[config.mk]
export PLATFORM = sky130hd
export DESIGN_NAME = oscsel_top
export DESIGN_NICKNAME = d
export VERILOG_FILES = /design/src/common/oscsel_pkg.sv /design/src/common/oscsel_ost_if.sv /design/src/hw/oscsel_top.sv /design/src/hw/oscsel_startup_timer.sv
export VERILOG_INCLUDE_DIRS = /design/src /design/src/common
export SDC_FILE = /design/constraint.sdc
export NUM_CORES = 1
export LEC_CHECK = 0
export ABC_CLOCK_PERIOD_IN_PS = 2650
export BUFFER_PORTS_ARGS = -buffer_cell sky130_fd_sc_hd__buf_2
export CAP_MARGIN = 20
export CORE_MARGIN = 10
export CORE_UTILIZATION = 44
export CTS_CLUSTER_DIAMETER = 100
export DETAILED_ROUTE_END_ITERATION = 10
export GPL_TIMING_DRIVEN = 0
export PLACE_DENSITY = 0.77
export SLEW_MARGIN = 15
export SYNTH_ARGS = -nofsm -noshare
export SYNTH_HDL_FRONTEND = slang
export SYNTH_SLANG_ARGS = --single-unit
[constraint.sdc]
create_clock -name clk_sys -period 2.65 [get_ports clk_sys]
set_input_delay 0.265 -clock clk_sys [delete_from_list [all_inputs] [get_ports clk_sys]]
set_output_delay 0.265 -clock clk_sys [all_outputs]
set_load 0.005 [all_outputs]
[src/common/oscsel_consts.svh]
// constants for the oscillator source select block
`ifndef OSCSEL_CONSTS_SVH
`define OSCSEL_CONSTS_SVH

// ============================================================
// register map (byte addresses)
`define OSCSEL_CTRL_OFS        12'h000
`define OSCSEL_STAT_OFS        12'h004
`define OSCSEL_FAST_RC_OFS     12'h008

// ============================================================
// clock control register fields
`define OSCSEL_TRIM_HI_MSB     15
`define OSCSEL_TRIM_HI_LSB     14
`define OSCSEL_CUR_GRP_MSB     13
`define OSCSEL_CUR_GRP_LSB     12
`define OSCSEL_TRIM_LO_MSB     11
`define OSCSEL_TRIM_LO_LSB     10
`define OSCSEL_NEW_GRP_MSB     9
`define OSCSEL_NEW_GRP_LSB     8
`define OSCSEL_LOCK_BIT        5
`define OSCSEL_SEC_EN_BIT      1

// ============================================================
// status register fields
`define OSCSEL_ST_RELEASED_BIT 0
`define OSCSEL_ST_LOW_POWER_RC_ON_BIT  1
`define OSCSEL_ST_SEC_RUN_BIT  2
`define OSCSEL_ST_COUNTING_BIT 3

// ============================================================
// group codes
`define OSCSEL_GRP_SEC         2'h0
`define OSCSEL_GRP_FAST_RC     2'h1
`define OSCSEL_GRP_LOW_POWER_RC        2'h2
`define OSCSEL_GRP_PRIMARY     2'h3

// ============================================================
// reset values and timing
`define OSCSEL_TRIM_RST        4'h0
`define OSCSEL_STARTUP_CYCLES  11'h400
`define OSCSEL_LOW_POWER_RC_KHZ        512
`define OSCSEL_FAST_RC_KHZ     7370
`define OSCSEL_TRIM_STEP_PERMIL 15

`endif

[src/common/oscsel_pkg.sv]
// types for the oscillator source select block
package oscsel_pkg;

  // ============================================================
  // primary oscillator modes
  typedef enum {
    OSCSEL_M_EXT,
    OSCSEL_M_EXT_IO,
    OSCSEL_M_EXT_PLL,
    OSCSEL_M_RC,
    OSCSEL_M_RC_IO,
    OSCSEL_M_XTAL,
    OSCSEL_M_XTAL_PLL,
    OSCSEL_M_XTAL_LOW,
    OSCSEL_M_XTAL_HS,
    OSCSEL_M_BAD
  } oscsel_mode_t;

  // ============================================================
  // function of the second oscillator pin
  typedef enum logic [1:0] {
    OSCSEL_P2_CLKDIV4 = 2'h0,
    OSCSEL_P2_GPIO    = 2'h1,
    OSCSEL_P2_XDRIVE  = 2'h2
  } oscsel_pin2_t;

  // ============================================================
  // start-up counter states
  typedef enum {
    OSCSEL_S_IDLE,
    OSCSEL_S_COUNT,
    OSCSEL_S_RUN
  } oscsel_st_t;

endpackage

[src/common/oscsel_ost_if.sv]
// start-up counter control and status bundle
`timescale 1ns/1ns
interface oscsel_ost_if;
  logic start;
  logic osc_tick;
  logic counting;
  logic done;

  modport ctrl (output start, output osc_tick, input counting, input done);
  modport tmr  (input start, input osc_tick, output counting, output done);
endinterface

[src/hw/oscsel_top.sv]
// oscillator source selection, start-up gating, pll and rc control
// Functional notes
// - reset decodes group select into four groups
// - primary choice decodes into nine oscillator modes
// - second pin function follows primary choice always
// - first oscillator pin never becomes general I/O
// - hold oscillator clock for 1024 cycles
// - start-up count only for crystal modes
// - secondary crystal runs whenever enabled, even asleep
// - secondary clock used only group 00, enabled
// - pll gain four, eight or sixteen
// - read-only lock bit follows pll lock
// - group 01 runs from fast rc
// - trim split over bits 15:14, 11:10
// - trim is signed 1.5 percent step count
// - low power rc always starts at power-on
// - low power rc kept only if needed
// - low power rc clocks timers, nominal 512 kHz
// - reset loads current and new group
// - current group read-only, shows group loaded at reset, 00 even while fast rc stands in
//
// The placing of the registers and register access over APB were left to the implementer.
`timescale 1ns/1ns
`include "oscsel_consts.svh"
module oscsel_top
  import oscsel_pkg::*;
#(
  parameter int ADDR_W = 12
) (
  input  wire logic              clk_sys,          // system clock, 100 MHz
  input  wire logic              rst_n,            // async reset, active low
  input  wire logic              por_bor_pulse,    // power-on or brown-out reset event
  input  wire logic              sleep_wake,       // wake from sleep event
  input  wire logic              sleep_active,     // device is asleep
  input  wire logic [1:0]        group_select_cfg, // group configuration field
  input  wire logic [3:0]        primary_choice_cfg, // primary choice field
  input  wire logic              osc_tick,         // one pulse per oscillator cycle
  input  wire logic              pll_locked,       // raw lock from the pll
  input  wire logic              powerup_expired,  // power-up timer has run out
  input  wire logic              fsm_enabled,      // fail-safe monitor enabled
  input  wire logic              wdt_enabled,      // watchdog enabled
  input  wire logic              psel,             // apb select
  input  wire logic              penable,          // apb enable
  input  wire logic              pwrite,           // apb write
  input  wire logic [ADDR_W-1:0] paddr,            // apb byte address
  input  wire logic [31:0]       pwdata,           // apb write data
  output logic                   pready,           // apb ready
  output logic [31:0]            prdata,           // apb read data
  output logic                   pslverr,          // apb error
  output logic [1:0]             clk_src_sel,      // group driving the device clock
  output logic                   osc_clk_release,  // oscillator clock passed on
  output logic                   pll_enable,       // pll in use
  output logic [4:0]             pll_gain,         // pll multiplier
  output logic                   sec_osc_run,      // secondary crystal running
  output logic                   low_power_rc_run,         // low power rc running
  output logic [3:0]             fast_rc_trim_out, // trim to the fast rc
  output logic                   osc_in_gpio_en,   // first pin as gpio
  output logic                   osc_out_drv_n,    // second pin output enable, low = drive
  output logic [1:0]             osc_out_func      // second pin function
);

  // ============================================================
  // decode helpers
  function automatic oscsel_mode_t decode_primary(input logic [3:0] c);
    oscsel_mode_t m;
    m = OSCSEL_M_BAD;
    casez (c)
      4'b1011: m = OSCSEL_M_EXT;
      4'b1100: m = OSCSEL_M_EXT_IO;
      4'b1101, 4'b1110, 4'b1111: m = OSCSEL_M_EXT_PLL;
      4'b1001: m = OSCSEL_M_RC;
      4'b1000: m = OSCSEL_M_RC_IO;
      4'b0100: m = OSCSEL_M_XTAL;
      4'b0101, 4'b0110, 4'b0111: m = OSCSEL_M_XTAL_PLL;
      4'b000?: m = OSCSEL_M_XTAL_LOW;
      4'b001?: m = OSCSEL_M_XTAL_HS;
      default: m = OSCSEL_M_BAD;
    endcase
    return m;
  endfunction

  // low two bits pick 4x, 8x or 16x in pll encodings
  function automatic logic [4:0] gain_of(input logic [1:0] g);
    logic [4:0] r;
    r = 5'h01;
    case (g)
      2'h1:    r = 5'h04;
      2'h2:    r = 5'h08;
      2'h3:    r = 5'h10;
      default: r = 5'h01;
    endcase
    return r;
  endfunction

  function automatic logic is_crystal(input oscsel_mode_t m);
    return (m == OSCSEL_M_XTAL) || (m == OSCSEL_M_XTAL_PLL) ||
           (m == OSCSEL_M_XTAL_LOW) || (m == OSCSEL_M_XTAL_HS);
  endfunction

  // ============================================================
  // state
  logic [1:0]   cur_group_r;
  logic [1:0]   new_group_r;
  logic [3:0]   prim_r;
  logic [3:0]   trim_r;
  logic         sec_en_r;
  logic         lock_r;
  logic         low_power_rc_r;
  logic         need_ost;
  logic         need_ost_cfg;
  oscsel_mode_t mode;

  oscsel_ost_if ost ();

  oscsel_startup_timer #(
    .CNT_W (10)
  ) u_ost (
    .clk_sys (clk_sys),
    .rst_n   (rst_n),
    .ost     (ost)
  );

  assign mode = decode_primary(prim_r);

  // ============================================================
  // configuration capture at power-on / brown-out
  always_ff @(posedge clk_sys or negedge rst_n) begin
    if (!rst_n) begin
      cur_group_r <= `OSCSEL_GRP_FAST_RC;
      new_group_r <= `OSCSEL_GRP_FAST_RC;
      prim_r      <= 4'h0;
    end else if (por_bor_pulse) begin
      cur_group_r <= group_select_cfg;
      new_group_r <= group_select_cfg;
      prim_r      <= primary_choice_cfg;
    end
  end

  // start-up count only for crystal oscillators that must restart
  assign need_ost = (cur_group_r == `OSCSEL_GRP_SEC) ||
                    ((cur_group_r == `OSCSEL_GRP_PRIMARY) && is_crystal(mode));
  // a load is judged by the incoming fields, a wake by the group already held
  assign need_ost_cfg = (group_select_cfg == `OSCSEL_GRP_SEC) ||
                        ((group_select_cfg == `OSCSEL_GRP_PRIMARY) &&
                         is_crystal(decode_primary(primary_choice_cfg)));
  assign ost.start    = (por_bor_pulse && need_ost_cfg) || (sleep_wake && need_ost);
  assign ost.osc_tick = osc_tick;

  // ============================================================
  // clock release and selection
  always_ff @(posedge clk_sys or negedge rst_n) begin
    if (!rst_n) begin
      osc_clk_release <= 1'b0;
      clk_src_sel     <= `OSCSEL_GRP_FAST_RC;
    end else begin
      // held while counting or before any start on a crystal group
      osc_clk_release <= (por_bor_pulse || ost.start) ? 1'b0 : (!need_ost || ost.done);
      if (cur_group_r == `OSCSEL_GRP_SEC && !sec_en_r) begin
        // secondary not enabled: it cannot be the device clock
        clk_src_sel <= `OSCSEL_GRP_FAST_RC;
      end else begin
        clk_src_sel <= cur_group_r;
      end
    end
  end

  // ============================================================
  // pll
  always_ff @(posedge clk_sys or negedge rst_n) begin
    if (!rst_n) begin
      pll_enable <= 1'b0;
      pll_gain   <= 5'h01;
      lock_r     <= 1'b0;
    end else begin
      pll_enable <= (cur_group_r == `OSCSEL_GRP_PRIMARY) &&
                    ((mode == OSCSEL_M_EXT_PLL) || (mode == OSCSEL_M_XTAL_PLL));
      pll_gain   <= gain_of(prim_r[1:0]);
      lock_r     <= pll_locked && pll_enable;
    end
  end

  // ============================================================
  // oscillator pins
  always_ff @(posedge clk_sys or negedge rst_n) begin
    if (!rst_n) begin
      osc_out_func   <= OSCSEL_P2_XDRIVE;
      osc_out_drv_n  <= 1'b1;
      osc_in_gpio_en <= 1'b0;
    end else begin
      osc_in_gpio_en <= 1'b0;
      // follows the primary choice whatever group is in use
      case (mode)
        OSCSEL_M_EXT, OSCSEL_M_RC: begin
          osc_out_func  <= OSCSEL_P2_CLKDIV4;
          osc_out_drv_n <= 1'b0;
        end
        OSCSEL_M_EXT_IO, OSCSEL_M_EXT_PLL, OSCSEL_M_RC_IO: begin
          osc_out_func  <= OSCSEL_P2_GPIO;
          osc_out_drv_n <= 1'b1;
        end
        default: begin
          osc_out_func  <= OSCSEL_P2_XDRIVE;
          osc_out_drv_n <= 1'b1;
        end
      endcase
    end
  end

  // ============================================================
  // rc and secondary oscillator enables
  always_ff @(posedge clk_sys or negedge rst_n) begin
    if (!rst_n) begin
      low_power_rc_r <= 1'b1;
    end else if (por_bor_pulse || !powerup_expired) begin
      low_power_rc_r <= 1'b1;
    end else begin
      low_power_rc_r <= fsm_enabled || wdt_enabled ||
                (cur_group_r == `OSCSEL_GRP_LOW_POWER_RC);
    end
  end

  assign low_power_rc_run = low_power_rc_r;

  always_ff @(posedge clk_sys or negedge rst_n) begin
    if (!rst_n) begin
      sec_osc_run      <= 1'b0;
      fast_rc_trim_out <= `OSCSEL_TRIM_RST;
    end else begin
      // sleep does not stop it
      sec_osc_run      <= sec_en_r;
      fast_rc_trim_out <= trim_r;
    end
  end

  // ============================================================
  // apb slave: zero wait states
  logic        wr_en;
  logic        rd_en;
  logic [31:0] ctrl_word;
  logic [31:0] stat_word;
  logic [31:0] fast_word;
  logic        hit;

  assign wr_en = psel && penable && pwrite;
  assign rd_en = psel && !penable && !pwrite;
  assign hit   = (paddr == `OSCSEL_CTRL_OFS) || (paddr == `OSCSEL_STAT_OFS) ||
                 (paddr == `OSCSEL_FAST_RC_OFS);

  always_comb begin
    ctrl_word = 32'h0;
    ctrl_word[`OSCSEL_TRIM_HI_MSB:`OSCSEL_TRIM_HI_LSB] = trim_r[3:2];
    ctrl_word[`OSCSEL_CUR_GRP_MSB:`OSCSEL_CUR_GRP_LSB] = cur_group_r;
    ctrl_word[`OSCSEL_TRIM_LO_MSB:`OSCSEL_TRIM_LO_LSB] = trim_r[1:0];
    ctrl_word[`OSCSEL_NEW_GRP_MSB:`OSCSEL_NEW_GRP_LSB] = new_group_r;
    ctrl_word[`OSCSEL_LOCK_BIT]   = lock_r;
    ctrl_word[`OSCSEL_SEC_EN_BIT] = sec_en_r;
    stat_word = 32'h0;
    stat_word[`OSCSEL_ST_RELEASED_BIT] = osc_clk_release;
    stat_word[`OSCSEL_ST_LOW_POWER_RC_ON_BIT]  = low_power_rc_r;
    stat_word[`OSCSEL_ST_SEC_RUN_BIT]  = sec_osc_run;
    stat_word[`OSCSEL_ST_COUNTING_BIT] = ost.counting;
    // signed trim: frequency offset in tenths of a percent
    fast_word = 32'(signed'(trim_r) * `OSCSEL_TRIM_STEP_PERMIL);
  end

  // writable fields; current group, new group and lock stay read-only
  always_ff @(posedge clk_sys or negedge rst_n) begin
    if (!rst_n) begin
      trim_r   <= `OSCSEL_TRIM_RST;
      sec_en_r <= 1'b0;
    end else if (wr_en && paddr == `OSCSEL_CTRL_OFS) begin
      trim_r   <= {pwdata[`OSCSEL_TRIM_HI_MSB:`OSCSEL_TRIM_HI_LSB],
                   pwdata[`OSCSEL_TRIM_LO_MSB:`OSCSEL_TRIM_LO_LSB]};
      sec_en_r <= pwdata[`OSCSEL_SEC_EN_BIT];
    end
  end

  // read data registered in setup so it stands in the access phase
  always_ff @(posedge clk_sys or negedge rst_n) begin
    if (!rst_n) begin
      prdata  <= 32'h0;
      pready  <= 1'b0;
      pslverr <= 1'b0;
    end else begin
      pready  <= psel && !penable;
      pslverr <= psel && !penable && !hit;
      if (rd_en) begin
        case (paddr)
          `OSCSEL_CTRL_OFS:    prdata <= ctrl_word;
          `OSCSEL_STAT_OFS:    prdata <= stat_word;
          `OSCSEL_FAST_RC_OFS: prdata <= fast_word;
          default:             prdata <= 32'h0;
        endcase
      end else if (!psel) begin
        prdata <= 32'h0;
      end
    end
  end

endmodule

[src/hw/oscsel_startup_timer.sv]
// start-up counter that holds a crystal clock until it is stable
`timescale 1ns/1ns
`include "oscsel_consts.svh"
module oscsel_startup_timer
  import oscsel_pkg::*;
#(
  parameter int CNT_W = 10
) (
  input  wire logic clk_sys,  // system clock
  input  wire logic rst_n,    // async reset, active low
  oscsel_ost_if.tmr ost       // control from the selector
);

  oscsel_st_t       state_r;
  logic [CNT_W-1:0] cnt_r;

  // ============================================================
  // counting: all ones then one more tick marks the full count
  always_ff @(posedge clk_sys or negedge rst_n) begin
    if (!rst_n) begin
      state_r <= OSCSEL_S_IDLE;
      cnt_r   <= '0;
    end else begin
      case (state_r)
        OSCSEL_S_IDLE: begin
          if (ost.start) begin
            state_r <= OSCSEL_S_COUNT;
            cnt_r   <= '0;
          end
        end
        OSCSEL_S_COUNT: begin
          if (ost.start) begin
            cnt_r <= '0;
          end else if (ost.osc_tick) begin
            cnt_r <= cnt_r + 1'b1;
            if (&cnt_r) begin
              state_r <= OSCSEL_S_RUN;
            end
          end
        end
        OSCSEL_S_RUN: begin
          if (ost.start) begin
            state_r <= OSCSEL_S_COUNT;
            cnt_r   <= '0;
          end
        end
        default: state_r <= OSCSEL_S_IDLE;
      endcase
    end
  end

  assign ost.counting = (state_r == OSCSEL_S_COUNT);
  assign ost.done     = (state_r == OSCSEL_S_RUN);

endmodule

Word level (Yosys, flattened, before mapping). Cells that the tools add are included.

Flip-flop bits (word level): 106. Input bits: 63.

Add/subtract/negate cells: 1. Reduce and logical (&&, ||, !) cells: 54. Multiply operators: 1. Equality and inequality tests: 55. Multiplexer cells: 20.

Operators with widths (count): $eq 32x4->1 const B (6); $mux 32 (6); $eq 32x2->1 const B (4); $eq 32x3->1 const B (3); $pmux 32 s3 (1); $pmux 4 s9 (2); $eq 32x1->1 const B (2); $eq 32x5->1 const B (2); $logic_not 32->1 (2); $pmux 32 s2 (1); $eq 4x4->1 const B (14); $eq 4x3->1 const B (8); $mux 10 (3); $pmux 10 s2 (1); $logic_or 1x1->1 (17); $pmux 5 s3 (1); $reduce_or 3->1 (5); $logic_and 1x1->1 (13); $eq 12x3->1 const B (1); $eq 12x4->1 const B (1); $logic_not 12->1 (1); $add 10x1->10 const B (1); $eq 2x2->1 const B (5); $reduce_and 10->1 (1); 16 further kinds (30).

Logic depth before layout (Yosys ltp). Gate-level depths: netlist (run 1).

Depth after elaboration: 13. Gate-level depth with buffers: 13. Mapped depth without buffers: 13.

Cells and area by module. From an unflattened synthesis (run 1), not the netlist that was laid out.

Cells, all modules: 258. Area total of the unflattened synthesis: 2911.5 µm².

By module, submodules not included: oscsel_top (area an instance 2244.7 µm², instances 1, cells each 187); oscsel_startup_timer (area an instance 666.9 µm², instances 1, cells each 71).

Least setup slack after synthesis (run 1). Ideal clock, no wire load.

Kind: flip-flop to flip-flop. Start: reg trim_r[1]. End: reg prdata[7]. Slack: -0.176 ns. Path buffers: 0. Clock period less this slack: 2.826 ns. Required time: 2.529 ns. Library setup time: 0.121 ns. Stages on the path, launching flop included: 14. Arrival: 2.705 ns. Cell sequence: dfrtp_1 > inv_1 > ha_1 > inv_1 > ha_1 > inv_1 > fa_1 > inv_1 > ha_1 > fa_1 > a221oi_1 > nor2_1 > xnor2_1 > a22o_1.

Cells in the longest elaborated chain, start to end: 3.

RTL lines: from (decl) (RTL line oscsel_top.sv:105) `logic [3:0] trim_r;`; from (signal assigned) (RTL line oscsel_top.sv:269) `` trim_r <= `OSCSEL_TRIM_RST; ``; from (signal assigned) (RTL line oscsel_top.sv:272) `` trim_r <= {pwdata[`OSCSEL_TRIM_HI_MSB:`OSCSEL_TRIM_HI_LSB], ``; $mul 4x5->9 (no source line); $pmux 32 s3 (RTL line oscsel_top.sv:288) `case (paddr)`; $mux 32 (RTL line oscsel_top.sv:287) `if (rd_en) begin`; to (signal assigned) (RTL line oscsel_top.sv:289) `` `OSCSEL_CTRL_OFS: prdata <= ctrl_word; ``; to (signal assigned) (RTL line oscsel_top.sv:290) `` `OSCSEL_STAT_OFS: prdata <= stat_word; ``; to (signal assigned) (RTL line oscsel_top.sv:291) `` `OSCSEL_FAST_RC_OFS: prdata <= fast_word; ``; to (decl) (RTL line oscsel_top.sv:48) `output logic [31:0] prdata,`.

No other way between the ends. A chain may end at the register's enable or synchronous reset.

Worst setup path in the final report (run 1). Same ends and word-level chain as after synthesis.

==> metrics, run 1 <==
Core Area=6350 µm²; Synth area leader=dfrtp_1; peak supply drop=0.473 mV; clock skew=8.18 ps; Max FO, Critical Path=2; max-slew violations=0; status=finished with violations; Worst Setup EP=prdata[7]; placed inst area=3460 µm²; CP startpoint kind=flip-flop; dominant synthesized flop cell=dfrtp_1; Clk pin slew, worst setup/hold paths=70 ps; syn avg cell area=10.8 µm²; mapped cell area=2890 µm²; vias per cell=5.28; worst min path class=in2async; crit-path cells=inv_2 -> ha_4 -> inv_4 -> ha_4 -> inv_2 -> fa_1 -> inv_1 -> ha_2 -> fa_2 -> a221oi_2 -> nor2_1 -> xnor2_1 -> a22o_1; worst-case reg-to-reg path depth=13; max cap viols=0; Final Hold Viols=52; failing checks=hold timing, setup timing; number of warnings issued by yosys=0; Cells after Synth=267; DRT Pass-1 Iters=5; Slew @ Worst Pin=716 ps; synth top area cells=dfrtp_1 (45%), dfstp_2 (5.5%), ha_1 (5.2%); Final min period=2750 ps; Required @ worst endpoint=2880 ps; Initial DRC Count=60; Yosys reg bits=58; most frequent cells in the layout=buf_2 (84), dfrtp_1 (50), buf_4 (26); distinct cell type count of the synthesized netlist=51; initial core utilization=45.5%; pwr dens=542 nW/µm²; CTS tree=yes; most common cell after layout, fill and taps aside=buf_2; reg2reg end=prdata[7]; GP Congestion=0.810; area delta synth->final=30.0%; Crit path largest cell delay=480 ps; EDFF count, synth=0; fin crit share=104%; Seq/Total Area, Yosys=50.5%; Critical Path AT=2980 ps; delay-heaviest family, CP=adder cells; post-DP HPWL=5.52 mm; CTS buffer count=9; number of remaining DRC errors=0; stages on the worst setup path=13; CTS max path bufs=2; RSZ-0062 raised after global routing=true; FF-to-FF Start=trim_r[1]; Async SR Flop Fraction=100%; PortBufs=84; Worst slew margin=52.3%; Yosys top cell area share=45.1%; fin worst setup slack=-102 ps; Die Wd=101 µm; Root Driver=clkbuf_8; Fmax=363 MHz; post-route ant nets=0; R2R Setup Slk=-100 ps; die area=10200 µm²; Clk Latency, worst-skew pair=340 ps; vias in the first global route=2431; H-tree levels=3; DP Worst Slack=-268 ps; worst hold slack=-20.9 ps; Hold-fix buffers, CTS=0; crit end category=flip-flop; Lkg Pwr=1.99 nW; final wirelength=7.35 mm; first-pass GRT wire length=11.7 mm; initial antenna violation count=0; Die H=101 µm; critical path buffer and inverter count=4; total grt overflow=0; I/O pins=116; layout net count=446; via count=2380; CP Launch Point=trim_r[1]; Total Routing Usage GR=14.4%; clock tree sinks=58; Setup violations, final=3; share of post-route cells with drive strength above 1=43.6%; row count=29; WL/cell=16.3 µm; Sum Neg Setup Slack=-181 ps; largest net degree at the start of global routing=59; final instance area=3750 µm²; Ant. Diodes=0; Setup CP Type=reg2reg; Slowest-stage cell, CP=fa_1
flip-flops by register name, summed over array words and instances (netlist names), 4 cells and up:
signal	cells
trim_r	4
prdata	15
prim_r	4
pll_gain	4
fast_rc_trim_out	4
u_ost.cnt_r	10
metal layers:
layer	track usage, %	routed length [µm]	share of wire (%)
met5	0	0	0
met4	5.04	72	0.98
met3	6.04	616	8.4
met2	24.1	3790	52
met1	16.0	2870	39
area by class of cell:
| class | instances | area, µm² |
|---|---|---|
| inverters | 13 | 51.3 |
| flip-flops and latches | 58 | 1460 |
| fillers | 540 | 2600 |
| clock inverters | 5 | 77.6 |
| plain buffers | 26 | 170 |
| well taps | 77 | 96.3 |
| clock buffers | 11 | 141 |
| repair buffers | 90 | 468 |
| multi-input cells | 171 | 1290 |
what timing repair did:
item	CTS	global route
pin swaps	4	4
setup endpoints to repair	9	9
gates resized for setup	3	5
setup buffers	3	3
hold endpoints to repair	0	0
logic make-up after synthesis:
logic type                 count (synthesis)  share of synthesized area (%)
buffers and inverters                     39                           7.58
xor gates and xnor gates                   8                           2.43
AOI/OAI and AO/OA                         48                           11.8
other                                      1                          0.130
muxes                                     11                           4.25
adders and majority gates                 14                           6.59
and+or+nand+nor                           88                           16.7
DFF                                       58                           50.5
worst min-delay path by stage:
| stage | from | to | slack (ps) | cells after the start |
|---|---|---|---|---|
| after detailed placement | rst_n | prdata[6] | 370 | 1 |
| after global placement | sec_en_r | sec_osc_run | 440 | 0 |
| after CTS | rst_n | fast_rc_trim_out[2] | 5 | 1 |
| final | rst_n | prdata[6] | -20 | 1 |
| after global routing | rst_n | prdata[6] | 30 | 1 |
| after floorplan | rst_n | clk_src_sel[1] | -30 | 0 |
cells in the mapped netlist, types with 2 or more instances:
cell      instances
nand4_1           7
a22o_1            3
nand3b_1          3
a32oi_1           7
a221oi_1          2
clkbuf_1          6
or3_1             2
fa_1              2
nand3_1           6
xor2_1            4
xnor2_1           4
o21a_1            3
ha_1             12
a21o_1            3
a21oi_1           6
and2_1            4
nor2_1           16
or2_2             2
a22oi_1           5
dfrtp_1          52
and3_1            2
mux2_2           10
nor4_1            2
buf_4            19
and3b_1           3
nand2_1          25
nor2b_1           6
o21ai_0          11
dfstp_2           6
inv_1            13
power by group:
part,switching [W],leakage [nW],internal (W)
registers,0.0000338,0.758,0.000929
logic,0.0000926,1.12,0.0000755
clock network,0.000354,0.109,0.000552
metrics by stage:
step	power, W	cells	utilization (%)
CTS	0.00205	448	58.3
finish	0.00204	451	59.1
floorplan	0.00105	268	-
global route	0.00211	451	59.1
detailed placement	0.00115	429	54.5
global placement	0.00114	429	54.4
No activity file was read; power rests on OpenSTA's default activity.
==> inputs of run 2 (changes only) <==
Settings changed: ABC_CLOCK_PERIOD_IN_PS 2650 to 3270, CAP_MARGIN 20 to unset, CORE_ASPECT_RATIO set to 1.75, CORE_UTILIZATION 44 to 52, PLACE_DENSITY 0.77 to 0.85.
Clock period 2.65 ns to 3.27 ns, I/O delays scaled along.
==> run 2 against run 1 <==
Wire length is 3.0% lower. Largest power group unchanged. Cell count down 2.0%. Clock power shrank 25%. Via count fell by 2.1%. Combinational power shrank 18%. Utilization up 8.7 points. Register-to-register slack improved by 320 ps. Sequential cell count unchanged. Global-route usage is 1.7 points higher. The run now ends clean. Critical path type unchanged. Total power is 22% lower. Worst hold slack gained 51 ps. Maximum frequency is 9.8% lower.
==> metrics, run 2 (synthesized netlist as in run 1, its figures left out) <==
clock tree sinks=58 (unchanged); final wirelength=7.13 mm (was 7.35 mm); RSZ-0062 raised after global routing=false (was true); initial antenna violation count=0 (unchanged); worst min path class=in2async (unchanged); CTS buffer count=9 (unchanged); FILL cells=435 (was 540); Critical Path AT=3280 ps (was 2980 ps); row count=35 (was 29); crit end category=flip-flop (unchanged); most common cell after layout, fill and taps aside=buf_2 (unchanged); I/O pins=116 (unchanged); post-route ant nets=0 (unchanged); layout net count=440 (was 446); H-tree levels=3 (unchanged); Lkg Pwr=1.97 nW (was 1.99 nW); Setup Fix Bufs, Post-CTS=0 (was 3); post-DP HPWL=5.45 mm (was 5.52 mm); top sig layer=met4 (unchanged); CTS tree=yes (unchanged); Slew @ Worst Pin=708 ps (was 716 ps); CP startpoint kind=flip-flop (unchanged); Total Routing Usage GR=16.0% (was 14.4%); PortBufs=84 (unchanged); cts repair resizes=0 (was 3); Fmax=328 MHz (was 363 MHz); fin crit share=93.3% (was 104%); met2 routed WL=3.91 mm (was 3.79 mm); met1 wire length=2.53 mm (was 2.87 mm); most frequent cells in the layout=buf_2 (84), dfrtp_1 (51), nand2_1 (25) (was buf_2 (84), dfrtp_1 (50), buf_4 (26)); Regs by FF count=prdata: 15 flops, u_ost.cnt_r: 10 flops (unchanged); Hold-fix buffers, CTS=0 (unchanged); Worst slew margin=52.8% (was 52.3%); Setup violations, final=0 (was 3); status=finished clean (was finished with violations); DRT Pass-1 Iters=4 (was 5); DP Worst Slack=250 ps (was -268 ps); WL/cell=16.1 µm (was 16.3 µm); total grt overflow=0 (unchanged); Sum Neg Setup Slack=0 ps (was -181 ps); GP Congestion=0.824 (was 0.810); fin worst setup slack=218 ps (was -102 ps); max-slew violations=0 (unchanged); Final Hold Viols=0 (was 52); first-pass GRT wire length=11.8 mm (was 11.7 mm); pwr dens=441 nW/µm² (was 542 nW/µm²); metal3 WL=463 µm (was 616 µm); area delta synth->final=25.4% (was 30.0%); Clk Latency, worst-skew pair=340 ps (about the same); Die Wd=76.3 µm (was 101 µm); Required @ worst endpoint=3500 ps (was 2880 ps); Clk pin slew, worst setup/hold paths=70 ps (about the same); Ant. Diodes=0 (unchanged); initial core utilization=54.1% (was 45.5%); Core Area=5340 µm² (was 6350 µm²); share of post-route cells with drive strength above 1=38.6% (was 43.6%); CTS max path bufs=2 (unchanged); clock skew=9.40 ps (was 8.18 ps); via count=2330 (was 2380); peak supply drop=0.310 mV (was 0.473 mV); largest net degree at the start of global routing=59 (unchanged); Max FO, Critical Path=6 (was 2); max reg flops=15 (unchanged); Final min period=3050 ps (was 2750 ps); vias per cell=5.27 (was 5.28); Root Driver=clkbuf_8 (unchanged); Initial DRC Count=118 (was 60); Top reg by flops=prdata (unchanged); Die H=119 µm (was 101 µm); Setup CP Type=reg2reg (unchanged); vias in the first global route=2450 (was 2431); number of remaining DRC errors=0 (unchanged); max cap viols=0 (unchanged); die area=9050 µm² (was 10200 µm²)
run 2: changes by cell type in the layout (fill, tap and decap cells not counted), sizes merged:
cell / delta
bufinv: -1
buf: -6
clkinv: -1
clkinvlp: -1
clkbuf: +3
run 2: area by class of cell:
cell class | instances | area [µm²] | share of cell area (%)
clock inverter | 2 | 35.0 | 0.967
timing repair buffer | 84 | 423 | 11.7
inverter | 13 | 48.8 | 1.35
multi-input combinational | 171 | 1220 | 33.7
sequential | 58 | 1460 | 40.3
clock buffer | 14 | 173 | 4.77
buffer | 26 | 170 | 4.70
tap | 74 | 92.6 | 2.56
run 2: worst paths after layout:
check,end,depth (start not counted),slack (ps),from
min reg2reg,sec_osc_run,0,430,sec_en_r
max reg2reg,prdata[7],13,220,trim_r[1]
max in group asynchronous,trim_r[1],1,2720,rst_n
min,prdata[5],1,30,rst_n
min in group clk_sys,pready,2,180,penable
max,prdata[7],13,220,trim_r[1]
run 2: critical path: stages, from the launching register on:
cell	delay, ps
dfrtp_2	460
inv_1	100
ha_1	150
inv_1	60
ha_1	270
inv_1	50
fa_1	500
inv_1	40
ha_1	220
fa_1	430
a221oi_2	230
nor2_1	100
xnor2_1	140
a22o_1	190
run 2: metal layers:
layer	vias up	global-route usage [%]
li1	1111	-
met1	1111	15.4
met2	93	28.8
met3	15	5.54
met4	0	9.00
met5	-	0
run 2: stage by stage:
stage	hold slack (ps)	std cells	cell area [µm²]	utilization, %	total power, W
2_1_floorplan	31.4	268	2890	-	0.000854
3_3_place_gp	409	426	3400	63.7	0.000922
3_5_place_dp	419	426	3410	63.8	0.000929
4_1_cts	50.6	442	3610	67.7	0.00162
5_1_grt	79.0	442	3620	67.8	0.00166
6_report	29.8	442	3620	67.8	0.00160
run 2: power breakdown:
group	switching, W	internal, W
registers	0.0000253	0.000753
clock network	0.000269	0.000413
logic	0.0000758	0.0000612
total	0.000370	0.00123
==> inputs of run 3 (changes only) <==
Settings changed: CORE_UTILIZATION 52 to 53, CTS_BUF_LIST set to sky130_fd_sc_hd__clkbuf_8, PLACE_DENSITY 0.85 to 0.86, REMOVE_ABC_BUFFERS set to 1.
==> run 3 against run 2 <==
Clock skew fell by 1.9 ps. Combinational power fell by 3%. Worst hold slack got worse by 7.4 ps. Critical path depth did not move. Register-to-register slack got worse by 70 ps. Cell area fell by 3.6%. Utilization fell by 1.9 points. Global-route usage rose by 0.46 points. Worst setup slack got worse by 69 ps. Cell count fell by 5.7%. Wire length fell by 2.0%. Maximum frequency fell by 2.2%.
==> metrics, run 3 (synthesized netlist as in run 1, its figures left out) <==
status=finished clean (unchanged); Setup Fix Bufs, Post-CTS=0 (unchanged); Setup CP Type=reg2reg (unchanged); Regs by FF count=prdata: 15 flops, u_ost.cnt_r: 10 flops (unchanged); CTS tree=yes (unchanged); Slowest-stage cell, CP=fa_1 (unchanged); I/O pins=116 (unchanged); Top cell by count, worst path=inv_1 (unchanged); stages on the worst setup path=13 (unchanged); Required @ worst endpoint=3510 ps (was 3500 ps); Slew @ Worst Pin=696 ps (was 708 ps); peak supply drop=0.405 mV (was 0.310 mV); number of remaining DRC errors=0 (unchanged); clock tree sinks=58 (unchanged); area delta synth->final=20.9% (was 25.4%); Crit path largest cell delay=500 ps (about the same); crit-path cells=inv_1 -> ha_1 -> inv_1 -> ha_1 -> inv_1 -> fa_1 -> inv_1 -> ha_1 -> fa_1 -> a221oi_1 -> nor2_1 -> xnor2_1 -> a22o_1 (was inv_1 -> ha_1 -> inv_1 -> ha_1 -> inv_1 -> fa_1 -> inv_1 -> ha_1 -> fa_1 -> a221oi_2 -> nor2_1 -> xnor2_1 -> a22o_1); die area=8920 µm² (was 9050 µm²); Clk pin slew, worst setup/hold paths=70 ps (about the same); vias per cell=5.46 (was 5.27); CTS max path bufs=2 (unchanged); largest net degree at the start of global routing=59 (unchanged); most common cell after layout, fill and taps aside=buf_2 (unchanged); DP Worst Slack=112 ps (was 250 ps); Lkg Pwr=1.87 nW (was 1.97 nW); Initial DRC Count=157 (was 118); Die H=118 µm (was 119 µm); Critical Path AT=3360 ps (was 3280 ps); GR met2 Demand/Resource=30.0% (was 28.8%); vias in the first global route=2372 (was 2450); Top reg by flops=prdata (unchanged); max reg flops=15 (unchanged); Fmax=320 MHz (was 328 MHz); layout net count=415 (was 440); PortBufs=85 (was 84); worst hold slack=22.3 ps (was 29.8 ps); Total Power=0.00174 W (was 0.00160 W); initial core utilization=54.5% (was 54.1%); Ant. Diodes=0 (unchanged); Setup violations, final=0 (unchanged); CP startpoint kind=flip-flop (unchanged); pwr dens=499 nW/µm² (was 441 nW/µm²); crit end category=flip-flop (unchanged); met1 Usage GRT=15.8% (was 15.4%); via count=2276 (was 2330); fin worst setup slack=149 ps (was 218 ps); Clk Latency, worst-skew pair=350 ps (was 340 ps); total grt overflow=0 (unchanged); GP Congestion=0.845 (was 0.824); final instance area=3490 µm² (was 3620 µm²); Final Hold Viols=0 (unchanged); busiest grt layer=met2 (unchanged); Total Routing Usage GR=16.5% (was 16.0%); CTS buffer count=9 (unchanged); Root Driver=clkbuf_8 (unchanged); worst-case reg-to-reg path depth=13 (unchanged); placed inst area=3240 µm² (was 3410 µm²); Final min period=3120 ps (was 3050 ps); WL/cell=16.8 µm (was 16.1 µm); initial antenna violation count=0 (unchanged); Max FO, Critical Path=6 (unchanged); final wirelength=6.99 mm (was 7.13 mm); RSZ-0062 raised after global routing=false (unchanged); DRT Pass-1 Iters=4 (unchanged); row count=35 (unchanged); critical path buffer and inverter count=4 (unchanged); Worst slew margin=53.6% (was 52.8%); worst min path class=in2async (unchanged); max cap viols=0 (unchanged); R2R Setup Slk=150 ps (was 220 ps); max-slew violations=0 (unchanged); Sum Neg Setup Slack=0 ps (unchanged); M3 GR Usage=4.05% (was 5.54%); fin crit share=95.4% (was 93.3%); first-pass GRT wire length=11.3 mm (was 11.8 mm); post-DP HPWL=5.33 mm (was 5.45 mm); post-route ant nets=0 (unchanged); Core Area=5300 µm² (was 5340 µm²); H-tree levels=3 (unchanged); share of post-route cells with drive strength above 1=36.2% (was 38.6%); delay-heaviest family, CP=adder cells (unchanged); most frequent cells in the layout=buf_2 (84), dfrtp_1 (51), nand2_1 (25) (unchanged); Die Wd=75.8 µm (was 76.3 µm); clock skew=7.52 ps (was 9.40 ps)
run 3: per-layer routing:
layer	wire (µm)	vias up
met5	0	-
met4	215	0
met3	327	18
met2	4130	71
met1	2310	1116
li1	-	1071
run 3: per-stage QoR:
step                util [%]  instances
floorplan                  -        242
global placement        61.1        401
detailed placement      61.2        401
CTS                     65.9        417
global route            65.9        417
finish                  65.9        417
run 3: power breakdown:
part	internal [W]	switching (W)	total, W
Sequential	0.000752	0.0000257	0.000778
Clock	0.000512	0.000319	0.000831
Combinational	0.0000586	0.0000743	0.000133
run 3: cell type report:
type                    instances  area, µm²
flip-flops and latches         58       1460
clock buffers                   9        124
inverters                      13       48.8
multi-input cells             171       1210
well taps                      74       92.6
repair buffers                 85        428
clock inverters                 7        125
fillers                       416       1810
run 3: final timing paths:
check	start	endpoint
min in group clk_sys	penable	pready
hold reg to reg	sec_en_r	sec_osc_run
max in group asynchronous	rst_n	trim_r[1]
hold / removal	rst_n	prim_r[0]
setup / recovery	trim_r[1]	prdata[7]
setup reg to reg	trim_r[1]	prdata[7]
run 3: what timing repair did:
item	in CTS	in global routing
setup endpoints to repair	0	1
gates resized for setup	0	1
hold buffers	0	0
run 3: worst reg2reg max path, delay by kind of cell, from the launching register on:
family	cells	cell delay, ps
and+or+nand+nor	1	100
AOI/OAI and AO/OA	2	480
adders and majority gates	5	1570
xor gates and xnor gates	1	140
DFF	1	460
buffers and inverters	4	250
